[config.mk]
export PLATFORM = sky130hd
export DESIGN_NAME = mcdp_device_port
export DESIGN_NICKNAME = d
export VERILOG_FILES = /design/src/hw/mcdp_pkg.sv /design/src/hw/mcdp_device_port.sv
export VERILOG_INCLUDE_DIRS = /design/src /design/src/hw
export SDC_FILE = /design/constraint.sdc
export NUM_CORES = 1
export LEC_CHECK = 0
export BUFFER_PORTS_ARGS = -buffer_cell sky130_fd_sc_hd__buf_2
export CAP_MARGIN = 30
export CORE_ASPECT_RATIO = 1.5
export CORE_MARGIN = 2
export CORE_UTILIZATION = 35
export CTS_BUF_LIST = sky130_fd_sc_hd__clkbuf_2
export CTS_CLUSTER_DIAMETER = 50
export CTS_CLUSTER_SIZE = 24
export DETAILED_ROUTE_END_ITERATION = 8
export PLACE_DENSITY_LB_ADDON = 0.15
export SYNTH_ARGS = -nofsm -noshare
export SYNTH_HDL_FRONTEND = slang
export SYNTH_SLANG_ARGS = --single-unit
[constraint.sdc]
create_clock -name mclk -period 5.4 [get_ports mclk]
set_input_delay 1.62 -clock mclk [delete_from_list [all_inputs] [get_ports mclk]]
set_output_delay 1.62 -clock mclk [all_outputs]
set_load 0.03 [all_outputs]
[src/hw/mcdp_defines.svh]
// constants of the controller device port: selector codes, reset values,
// timing counts
// assumes inclusion by bare name from the package and the design module
`ifndef MCDP_DEFINES_SVH
`define MCDP_DEFINES_SVH

`define MCDP_BYTE_W        8
`define MCDP_NUM_OUT       6
`define MCDP_SEL_W         3
// selector codes: 0..5 output bytes one..six, 6 byte seven, 7 byte eight
`define MCDP_SEL_IN7       3'h6
`define MCDP_SEL_IN8       3'h7
`define MCDP_OUT_RST       8'h00
// input byte eight bit positions (documented bits 1..8 map to 0..7)
`define MCDP_STB_BIT       2
`define MCDP_PAR_BIT       6
`define MCDP_LF1_BIT       0
`define MCDP_LF2_BIT       1
`define MCDP_LF3_BIT       2
// clock and settle time
`define MCDP_XTAL_MHZ      20
`define MCDP_CLK_NS        10
`define MCDP_SETTLE_CYC    2

`endif

[src/hw/mcdp_pkg.sv]
// types of the controller device port
// assumes mcdp_defines.svh on the include path
`include "mcdp_defines.svh"

package mcdp_pkg;

  typedef logic [`MCDP_BYTE_W-1:0] mcdp_byte_t;

  // internal action commands that touch this block
  typedef struct packed {
    logic par_set;
    logic par_clr;
    logic [2:0] lf_set;   // index 0 = line flag one
    logic [2:0] lf_clr;
    logic latch_mux_par;
  } mcdp_iac_t;

  // jump-net conditions presented to the microsequencer
  typedef struct packed {
    logic strobed_par;
    logic [2:0] line_flag;
    logic mux_par;
  } mcdp_jump_t;

  typedef struct packed {
    mcdp_byte_t [`MCDP_NUM_OUT-1:0] out_reg;
    logic [1:0][`MCDP_BYTE_W-1:0]  rx_lines_s1; // first sync stage
    logic [1:0][`MCDP_BYTE_W-1:0]  rx_lines_s2; // byte 7/8 second stage
    logic [5:0][`MCDP_BYTE_W-1:0]  fb_s1;
    logic [5:0][`MCDP_BYTE_W-1:0]  fb_s2;
    logic [3:0] edge_prev;         // stb, lf1..3 previous sample
    logic       par_raw;
    logic       par_sync;
    logic [2:0] line_flag;
    logic       mux_par;
    mcdp_byte_t rx_bus;
  } mcdp_state_t;

endpackage

[src/hw/mcdp_device_port.sv]
// general-purpose device port of the microcoded controller
// assumes the microsequencer drives selector, write strobe and action
// commands on mclk, and the cable lines arrive asynchronously
//
// What this block does
// - six 8-bit output registers drive 48 device lines
// - each driven line is received back and readable by microcode
// - bytes seven and eight are input only, never driven
// - eight-to-one selector presents one received byte to the data path
// - leading edge of byte eight bit 3 captures odd parity of nine bits
// - strobed parity seen only as synchronized jump condition, not readable
// - one action command clears strobed parity, another sets it
// - microcode avoids clearing strobed parity while a strobe may arrive
// - each leading edge of byte eight bit 3 sets line flag three
// - action commands set and clear line flag three
// - byte eight bits 2 and 1 own identical line flags two and one
// - odd parity of selector output latched by command for jump test
// - selecting an output register places its contents on receive bus
// - writes come from transmit bus, reads go to receive bus
// - controller clock from a 20 MHz crystal by default
// - any selected byte can be rotated right by one bit
// - initialize clears output registers 1, 3, 5 and 6; master clear clears all six
// - microcode holds drivers two cycles, uses readback in second cycle
`timescale 1ns/1ps
`default_nettype none
`include "mcdp_defines.svh"

module mcdp_device_port
  import mcdp_pkg::*;
#(
  parameter int XTAL_MHZ = `MCDP_XTAL_MHZ  // crystal rate
) (
  input  wire logic                 mclk,        // controller clock
  input  wire logic                 rst,         // master clear, high
  input  wire logic                 init_cmd,    // initialize command pulse
  input  wire mcdp_byte_t           tx_bus,      // transmit bus data
  input  wire logic [2:0]           wr_sel,      // output register 0..5
  input  wire logic                 wr_en,       // write strobe
  input  wire logic [2:0]           rd_sel,      // device selector code
  input  wire logic                 rd_src,      // 1: register, 0: lines
  input  wire logic                 rot_en,      // rotate right one bit
  input  wire mcdp_iac_t            internal_action_command,         // action command pulses
  input  wire logic [47:0]          line_in,     // received driven lines
  input  wire mcdp_byte_t           in7,         // input-only byte seven
  input  wire mcdp_byte_t           in8,         // input-only byte eight
  output logic [47:0]               line_out,    // driver data
  output logic [47:0]               line_oe_n,   // driver enable, low on
  output mcdp_byte_t                receive_bus, // internal receive bus
  output mcdp_jump_t                jump         // jump-net conditions
);

  mcdp_state_t st_ff;
  mcdp_state_t nxt_st;

  // odd parity: 1 when the count of ones is even
  function automatic logic odd_par(input logic [8:0] v);
    return ~^v;
  endfunction

  mcdp_byte_t sel_byte;
  logic       stb_rise;
  logic [2:0] lf_rise;
  logic [8:0] par_grp;

  always_comb begin
    nxt_st = st_ff;
    sel_byte = `MCDP_OUT_RST;
    // ------------------------------------------------------------------
    // input synchronizers
    // ------------------------------------------------------------------
    nxt_st.rx_lines_s1 = {in8, in7};
    nxt_st.rx_lines_s2 = st_ff.rx_lines_s1;
    for (int i = 0; i < 6; i++) begin
      nxt_st.fb_s1[i] = line_in[i*8 +: 8];
      nxt_st.fb_s2[i] = st_ff.fb_s1[i];
    end
    nxt_st.edge_prev = {st_ff.rx_lines_s2[1][`MCDP_LF3_BIT],
                        st_ff.rx_lines_s2[1][`MCDP_LF2_BIT],
                        st_ff.rx_lines_s2[1][`MCDP_LF1_BIT],
                        st_ff.rx_lines_s2[1][`MCDP_STB_BIT]};
    stb_rise = st_ff.rx_lines_s2[1][`MCDP_STB_BIT] &
               ~st_ff.edge_prev[0];
    lf_rise  = nxt_st.edge_prev[3:1] & ~st_ff.edge_prev[3:1];
    // ------------------------------------------------------------------
    // strobed parity flag
    // ------------------------------------------------------------------
    par_grp = {st_ff.rx_lines_s2[1][`MCDP_PAR_BIT], st_ff.fb_s2[4]};
    if (internal_action_command.par_clr)
      nxt_st.par_raw = 1'b0;
    if (internal_action_command.par_set)
      nxt_st.par_raw = 1'b1;
    if (stb_rise)
      nxt_st.par_raw = odd_par(par_grp);
    nxt_st.par_sync = st_ff.par_raw;
    // ------------------------------------------------------------------
    // line flags: edge beats commands
    // ------------------------------------------------------------------
    for (int k = 0; k < 3; k++) begin
      if (internal_action_command.lf_clr[k])
        nxt_st.line_flag[k] = 1'b0;
      if (internal_action_command.lf_set[k] | lf_rise[k])
        nxt_st.line_flag[k] = 1'b1;
    end
    // ------------------------------------------------------------------
    // device multiplexer and receive bus
    // ------------------------------------------------------------------
    unique case (rd_sel)
      `MCDP_SEL_IN7: sel_byte = st_ff.rx_lines_s2[0];
      `MCDP_SEL_IN8: sel_byte = st_ff.rx_lines_s2[1];
      default: begin
        sel_byte = rd_src ? st_ff.out_reg[rd_sel]
                          : st_ff.fb_s2[rd_sel];
      end
    endcase
    if (internal_action_command.latch_mux_par)
      nxt_st.mux_par = odd_par({1'b0, sel_byte});
    nxt_st.rx_bus = rot_en ? {sel_byte[0], sel_byte[7:1]}
                           : sel_byte;
    // ------------------------------------------------------------------
    // output registers
    // ------------------------------------------------------------------
    if (wr_en && wr_sel < 3'h6)
      nxt_st.out_reg[wr_sel] = tx_bus;
    if (init_cmd) begin
      nxt_st.out_reg[0] = `MCDP_OUT_RST;
      nxt_st.out_reg[2] = `MCDP_OUT_RST;
      nxt_st.out_reg[4] = `MCDP_OUT_RST;
      nxt_st.out_reg[5] = `MCDP_OUT_RST;
    end
  end

  always_ff @(posedge mclk) begin
    if (rst)
      st_ff <= '0;
    else
      st_ff <= nxt_st;
  end

  // microcode keeps readback only after a settle interval
  // (two cycles, under its own control)
  // crystal rate only sets mclk; no logic depends on it
  // clearing strobed parity near a strobe is left to microcode

  logic [47:0] oe_n_ff;
  always_ff @(posedge mclk) begin
    if (rst)
      oe_n_ff <= '1;
    else
      oe_n_ff <= '0;
  end

  assign line_out    = st_ff.out_reg;
  assign line_oe_n   = oe_n_ff;
  assign receive_bus = st_ff.rx_bus;
  assign jump = '{strobed_par: st_ff.par_sync, line_flag: st_ff.line_flag,
                  mux_par: st_ff.mux_par};
endmodule
`default_nettype wire

After elaboration in Yosys (flattened, before gate mapping)
Index checks and enable logic that the tools add are counted. W data, S select, Z words.

Shifts and indexed selects: 0. $mul: 0. $add $sub $neg: 0. Reduce and logical (&&, ||, !) cells: 9. Order comparisons: 4. Eq/ne operators: 2. Mux-type cells: 20. Bitwise operators: 7. Div/mod/pow operators: 0.

Operators with widths (count): $bmux W8 S3 (2); $bwmux W48 (1); $mux W48 (1); $mux W8 (5); $demux W8 S3 (1); $reduce_xnor A9 Y1 (2); $pmux W8 S2 (1); $mux W1 (9); $lt A3 B4 Y1 const B (2); $eq A3 B3 Y1 const B (2); $reduce_bool A2 Y1 (3); $and A3 B3 Y3 (1); $ge A3 B1 Y1 const B (1); $lt A3 B3 Y1 const B (1); $not A3 Y3 (1); $or A1 B1 Y1 (3); $reduce_bool A3 Y1 (1); $logic_and A1 B1 Y1 (2); $reduce_or A2 Y1 (1); $and A1 B1 Y1 (1); $not A1 Y1 (1).

Latch bits: 0. Memory bits (writable): 0. Word-level logic and storage cells: 73. Memories kept: 0. Output and inout bits: 109. Flip-flop bits (word level): 242. Input bits: 93. Memory bits (read-only): 0.

Logic depth before layout (Yosys ltp)
Gate-level depths: netlist of the first run.

Depth after elaboration: 5. Mapped depth: 11. Depth with buffers taken out: 8.

Worst setup path after synthesis of the first run
No wires, ideal clock.

Path kind: input port to flip-flop. Start point: input port rd_src. End point: register st_ff (netlist bit jump[0]). Arrival time: 3.937 ns. Buffers on the path: 2. Stages: 9. Data required time: 5.275 ns. Library setup time: 0.125 ns. Setup slack: 1.338 ns. Cells stage by stage: clkbuf_1 buf_2 mux4_1 a211oi_1 mux2_2 or3b_4 a2111oi_0 a2111o_1 nor2_1.

Cells in the longest elaborated chain, start to end: 3.

Ends and longest elaborated chain: from (decl) (RTL line mcdp_device_port.sv:40) `input wire logic rd_src,`; $mux W8 (RTL line mcdp_device_port.sv:111) `sel_byte = rd_src ? st_ff.out_reg[rd_sel]`; $pmux W8 S2 (RTL line mcdp_device_port.sv:107) `unique case (rd_sel)`; $reduce_xnor A9 Y1 (RTL line mcdp_device_port.sv:57) `return ~^v;`; to (signal assigned) (RTL line mcdp_device_port.sv:136) `st_ff <= nxt_st;`; to (decl) (RTL line mcdp_device_port.sv:52) `mcdp_state_t st_ff;`.

No other way between the ends. A chain may end at the register's enable or synchronous reset.

Worst setup path after layout of the first run
Start point: input port rd_sel[1]. End point: register st_ff (netlist bit jump[0]).

Cells in the longest elaborated chain, start to end: 5. Elaborated cells between the ends (all ways): 9.

Ends and longest elaborated chain: from (decl) (RTL line mcdp_device_port.sv:39) `input wire logic [2:0] rd_sel,`; $bmux W8 S3, on equally long branches (RTL line mcdp_device_port.sv:112, mcdp_device_port.sv:111); $mux W8, on equally long branches (RTL line mcdp_device_port.sv:112, mcdp_device_port.sv:111); $mux W8 (RTL line mcdp_device_port.sv:111); $pmux W8 S2 * (RTL line mcdp_device_port.sv:107); $reduce_xnor A9 Y1 * (RTL line mcdp_device_port.sv:57).

Every way passes the cells marked *; elsewhere a longest branch is shown, timed or not. The select of a mux whose other input is x is not followed.

==> results.sh, run 1 <==
export IMPL_drt_first_pass_iters=5
export IMPL_start_util=0.3573
export IMPL_clk_path_buf_depth=2
export IMPL_wl_um=19380
export IMPL_cts_root_buf="clkbuf_2"
export IMPL_syn_num_nets=880
export IMPL_synth_area_mm2=0.007790
export IMPL_cp_end_kind="flip-flop"
export IMPL_grt_total_usage=0.1662
export IMPL_antenna_found_initial=1
export IMPL_synthDistinctLibCells=41
export IMPL_ant_nets=0
export IMPL_slew_headroom=0.3452
export IMPL_setup_tns_ps=0
export IMPL_arrival_ps=4620
export IMPL_synth_seq_cells=194
export IMPL_insertion_delay_ps=780
export IMPL_layout_common_cells="202 x buf_2, 194 x dfxtp_1, 139 x nor2b_1"
export IMPL_synth_top_area_share=0.4986
export IMPL_post_cts_setup_buffer_count=0
export IMPL_async_flop_share=0
export IMPL_drc=0
export IMPL_die_area_mm2=0.02349
export IMPL_path_class="input pin to flip-flop"
export IMPL_gp_congestion=0.8166
export IMPL_run_status="finished clean"
export IMPL_vias=5303
export IMPL_hold_viol=0
export IMPL_ys_top_cells_by_area="dfxtp_1 50%, nor2b_1 11%, buf_4 11%"
export IMPL_worst_pin_slew_ps=980.9
export IMPL_grt_max_degree=96
export IMPL_overflow=0
export IMPL_vias_per_cell=4.583
export IMPL_ys_seq_area_frac=0.4986
export IMPL_layout_min_cycle_time_ps=3946
export IMPL_syn_inst=787
export IMPL_fillers=2244
export IMPL_maxCapViolCount=0
export IMPL_syn_avg_cell_area_um2=9.898
export IMPL_period_share=0.7307
export IMPL_ys_flop_type="dfxtp_1"
export IMPL_skew_ps=40.82
export IMPL_io_pins=202
export IMPL_power_density_mw_per_mm2=296.6
export IMPL_crit_required_ps=6080
export IMPL_dp_final_hpwl_um=14810
export IMPL_critical_path_max_fanout=24
export IMPL_finalMaxSlewViolations=0
export IMPL_peakVddDrop_mv=0.1469
export IMPL_syn_to_final_growth_pct=8.545
export IMPL_cts_sinks=194
export IMPL_die_h_um=186.7
export IMPL_wl_per_cell_um=16.75
export IMPL_cts_made_buffers=17
export IMPL_fin_nets=964
export IMPL_yosysTopAreaCell="dfxtp_1"
export IMPL_port_buffers=201
export IMPL_mostFrequentLayoutCell="buf_2"
export IMPL_cts_tree="built"
export IMPL_core_mm2=0.02180
export IMPL_die_w_um=125.8
export IMPL_grt_first_pass_wirelength_um=29690
export IMPL_p_leak_nw=3.602
export IMPL_drt_iter0_markers=298
export IMPL_finalSetupViolCount=0
export IMPL_crit_path_start_kind="input pin"
export IMPL_whs_ps=445.4
export IMPL_worstHoldPathType="flip-flop to flip-flop"
export IMPL_drive_gt1_frac=0.3043
export IMPL_synth_warnings=0
export IMPL_core_rowCount=66
export IMPL_hold_buffers=0
export IMPL_clkTransAtPathRegs_ps=260
export IMPL_fmax_ghz=0.2534
export IMPL_rsz0062_at_grt="false"
export IMPL_cts_resized=0
export IMPL_grt_pass1_vias=5110
export IMPL_synth_edf_count=0
export IMPL_htreeDepth=4
logic make-up (layout without fill, tap and decap cells):
group / after synthesis / after routing / synth area share
muxes: 46 / 46 / 0.1009
buffers and inverters: 147 / 244 / 0.1266
xor gates and xnor gates: 11 / 11 / 0.01237
other: 0 / 1 / 0
and+or+nand+nor: 307 / 307 / 0.2014
AOI/OAI and AO/OA: 82 / 82 / 0.06023
DFF: 194 / 194 / 0.4986
metrics by stage:
| stage | cell area, µm² | power (mW) | util | setup slack (ps) | std cells |
|---|---|---|---|---|---|
| CTS | 8453 | 2.546 | 0.3877 | 1474 | 1156 |
| finish | 8456 | 2.508 | 0.3879 | 1454 | 1157 |
| floorplan | 7790 | 1.779 | - | 1338 | 787 |
| detailed placement | 8220 | 1.854 | 0.3771 | 647.0 | 1124 |
| global route | 8456 | 2.638 | 0.3879 | 1342 | 1157 |
| global placement | 8210 | 1.851 | 0.3766 | 760.6 | 1122 |
worst max-delay path, cell delays in order:
cell	delay (ps)
buf_2	510
mux4_1	630
a211oi_1	340
mux2_2	400
or3b_4	400
a2111oi_0	500
a2111o_1	160
nor2_1	40
final cells by class:
class,count,area [µm²],share of cell area
antenna,1,2.502,0.0002959
sequential,194,3884,0.4593
clock buffer,18,90.09,0.01065
multi-input combinational,446,2920,0.3454
clock inverter,14,142.6,0.01687
tap,272,340.3,0.04025
timing repair buffer,206,1054,0.1246
inverter,6,22.52,0.002664
routing by layer:
layer | global-route usage | share of wire
met5 | 0 | 0
met4 | 0.05241 | 0.019
met1 | 0.1948 | 0.40
met2 | 0.2963 | 0.52
met3 | 0.04157 | 0.058
registers in the layout (all words and copies together), names as in the netlist:
name	flops
line_out	48
par_grp	9
jump	5
st_ff	55
nxt_st	68
line_oe_n	1
receive_bus	8
cells in the mapped netlist (2+ instances only):
cell and number:
dfxtp_1 194, nor2b_1 139, nand2_1 112, buf_4 109
a21oi_1 55, nor2_1 28, clkbuf_1 24, mux4_2 15
mux2i_1 14, mux2_2 9, xnor2_1 9, mux4_1 7
o21ai_0 7, a211oi_1 6, nand2b_1 6, nor3_1 6
buf_2 5, inv_1 5, nand3_1 5, or2_2 4
o22ai_1 3, a21o_1 2, a221oi_1 2, nand4_1 2
o21bai_1 2, xor2_1 2
power breakdown:
group	internal (mW)	switching (mW)	total (mW)	leakage (nW)
sequential	1.49	0.0255	1.52	1.60
combinational	0.119	0.184	0.303	1.86
clock	0.151	0.536	0.686	0.143
total	1.76	0.745	2.51	3.60
path summary, 6_finish.rpt:
check,startpoint,to,slack (ps),cells past startpoint
worst max-delay path,rd_sel[1],jump[0]$_SDFFE_PP0P_,1450,8
worst min-delay path,nxt_st[50]$_SDFF_PP0_,par_grp[0]$_SDFF_PP0_,450,1
worst max register to register,line_out[23]$_SDFFE_PP0P_,jump[0]$_SDFFE_PP0P_,2520,7
worst min register to register,nxt_st[50]$_SDFF_PP0_,par_grp[0]$_SDFF_PP0_,450,1
No activity file was read; power rests on OpenSTA's default activity.
==> inputs of run 2 (changes only) <==
--- a/config.mk
+++ b/config.mk
@@ -6,6 +6,7 @@
 export SDC_FILE = /design/constraint.sdc
 export NUM_CORES = 1
 export LEC_CHECK = 0
+export ABC_AREA = 1
 export BUFFER_PORTS_ARGS = -buffer_cell sky130_fd_sc_hd__buf_2
 export CAP_MARGIN = 30
 export CORE_ASPECT_RATIO = 1.5
==> constraint.sdc (replaced) <==
create_clock -name mclk -period 3.5 [get_ports mclk]
set_input_delay 1.05 -clock mclk [delete_from_list [all_inputs] [get_ports mclk]]
set_output_delay 1.05 -clock mclk [all_outputs]
set_load 0.03 [all_outputs]
==> results.sh, run 2 <==
export IMPL_wl_um=18880
export IMPL_vias_per_cell=4.200
export IMPL_crit_family="flip-flops"
export IMPL_die_area_mm2=0.02457
export IMPL_cp_slowest_cell="dfxtp_2"
export IMPL_rsz0062_at_grt="false"
export IMPL_finalSetupViolCount=0
export IMPL_port_buffers=201
export IMPL_synthDistinctLibCells=29
export IMPL_skew_ps=44.03
export IMPL_wl_per_cell_um=12.66
export IMPL_power_density_mw_per_mm2=470.0
export IMPL_place_inst=1457
export IMPL_clk_path_buf_depth=2
export IMPL_crit_path_start_kind="flip-flop"
export IMPL_gp_congestion=0.8212
export IMPL_start_util=0.3552
export IMPL_drt_first_pass_iters=4
export IMPL_drt_iter0_markers=273
export IMPL_synth_area_mm2=0.008159
export IMPL_crit_required_ps=2450
export IMPL_drc=0
export IMPL_ys_seq_area_frac=0.4760
export IMPL_fin_nets=1289
export IMPL_fin_cells=1491
export IMPL_yosysMostFrequentCell="nand2_1"
export IMPL_p_leak_nw=4.759
export IMPL_cp_startpoint="line_oe_n[46]$_DFF_P_"
export IMPL_layout_min_cycle_time_ps=2832
export IMPL_vias=6262
export IMPL_maxCapViolCount=0
export IMPL_run_status="finished clean"
export IMPL_grt_max_degree=136
export IMPL_ys_top_cells_by_area="dfxtp_1 48%, buf_4 10%, nand2_1 9.5%"
export IMPL_die_w_um=128.7
export IMPL_ant_nets=0
export IMPL_slew_headroom=0.4099
export IMPL_io_pins=202
export IMPL_crit_path_max_incr_delay_ps=720
export IMPL_yosysTopAreaCell="dfxtp_1"
export IMPL_htreeDepth=4
export IMPL_worstHoldPathType="input pin to flip-flop"
export IMPL_async_flop_share=0
export IMPL_cp_end_kind="output port"
export IMPL_grt_first_pass_wirelength_um=30190
export IMPL_cts_made_buffers=17
export IMPL_path_class="flip-flop to output port"
export IMPL_synth_edf_count=0
export IMPL_finalMaxSlewViolations=0
export IMPL_p_total_mw=4.200
export IMPL_dp_final_hpwl_um=14230
export IMPL_syn_num_nets=1210
export IMPL_grt_pass1_vias=5969
export IMPL_cts_root_buf="clkbuf_2"
export IMPL_cts_sinks=194
export IMPL_arrival_ps=1780
export IMPL_syn_inst=1117
export IMPL_worstReg2RegStart="line_out[33]$_SDFFE_PP0P_"
export IMPL_core_rowCount=68
export IMPL_hold_viol=0
export IMPL_min_from="line_in[36]"
export IMPL_overflow=0
export IMPL_syn_to_final_growth_pct=9.538
export IMPL_worst_path_buf_inv=1
export IMPL_synth_warnings=0
export IMPL_peakVddDrop_mv=0.2209
export IMPL_fmax_ghz=0.3531
export IMPL_synth_seq_cells=194
export IMPL_grt_total_usage=0.1577
export IMPL_ys_flop_type="dfxtp_1"
export IMPL_synthTopCellsByCount="206 x nand2_1, 200 x inv_1, 194 x dfxtp_1"
export IMPL_synth_top_area_share=0.4760
export IMPL_setup_tns_ps=0
export IMPL_worst_pin_slew_ps=881.9
export IMPL_cts_tree="built"
export IMPL_syn_avg_cell_area_um2=7.304
export IMPL_crit_chain="buf_2"
export IMPL_clkTransAtPathRegs_ps=320
export IMPL_antenna_found_initial=2
export IMPL_drive_gt1_frac=0.2184
export IMPL_die_h_um=191.0
export IMPL_insertion_delay_ps=800
export IMPL_mostFrequentLayoutCell="nand2_1"
export IMPL_critical_path_max_fanout=48
export IMPL_layout_common_cells="206 x nand2_1, 200 x inv_1, 200 x buf_2"
export IMPL_core_mm2=0.02297
export IMPL_period_share=0.8091
export IMPL_largest_reg_flops=68
-- run 2: changes by cell type in the layout (fill, tap and decap cells not counted), sizes merged, moves of 6 or more --
| cell | before | now |
|---|---|---|
| a21oi | 55 | 40 |
| inv | 12 | 211 |
| mux2 | 9 | 0 |
| mux2i | 15 | 0 |
| mux4 | 22 | 0 |
| nand2 | 112 | 206 |
| nand2b | 6 | 0 |
| nand3 | 5 | 21 |
| nor2 | 28 | 186 |
| nor2b | 139 | 0 |
| o211ai | 0 | 13 |
| o21ai | 7 | 66 |
| or2 | 4 | 11 |
-- run 2: path summary, 6_finish.rpt --
check	end	slack, ps	cells after the start
worst max-delay path	line_oe_n[11]	670	1
worst max register to register	jump[0]$_SDFFE_PP0P_	1770	14
worst min register to register	st_ff[120]$_SDFF_PP0_	410	2
worst min-delay path	nxt_st[54]$_SDFF_PP0_	390	3
-- run 2: cell families after synthesis --
group	after synthesis	synth area share
compound gates	130	0.08695
xor+xnor	8	0.008588
simple gates	430	0.2104
flops	194	0.4760
buf+inv	355	0.2181
-- run 2: metrics by stage --
stage / hold slack, ps / setup slack, ps / cell area (µm²) / util
3_5_place_dp: 393.6 / 410.6 / 8613 / 0.3749
4_1_cts: 301.1 / 182.0 / 8931 / 0.3888
3_3_place_gp: 395.0 / 431.8 / 8613 / 0.3749
2_1_floorplan: 388.3 / 900.6 / 8159 / -
6_report: 391.5 / 668.3 / 8937 / 0.3891
5_1_grt: 270.6 / 385.0 / 8937 / 0.3891
-- run 2: per-layer routing --
metal,track usage,up-vias,wire length (µm)
li1,-,3368,-
met1,0.1774,2681,7927
met2,0.2861,188,9703
met3,0.03107,25,844
met4,0.06731,0,401
met5,0,-,0
-- run 2: what timing repair did --
item | 4_1_cts | 5_1_grt
buffers inserted | 0 | 0
endpoints found under the setup margin | 0 | 48
resized for setup | 0 | 1
hold buffers | 0 | 0
-- run 2: layout make-up --
| type | count | area, µm² |
|---|---|---|
| inverters | 205 | 769.5 |
| well taps | 280 | 350.3 |
| fillers | 2512 | 14030 |
| diodes | 2 | 5.005 |
| clock buffers | 17 | 85.08 |
| repair buffers | 210 | 1114 |
| flip-flops and latches | 194 | 3885 |
| clock inverters | 15 | 232.7 |
| multi-input cells | 568 | 2496 |
-- run 2: power by group --
part | switching [mW] | internal (mW)
Combinational | 0.361 | 0.179
Sequential | 0.0403 | 2.31
Clock | 0.856 | 0.452
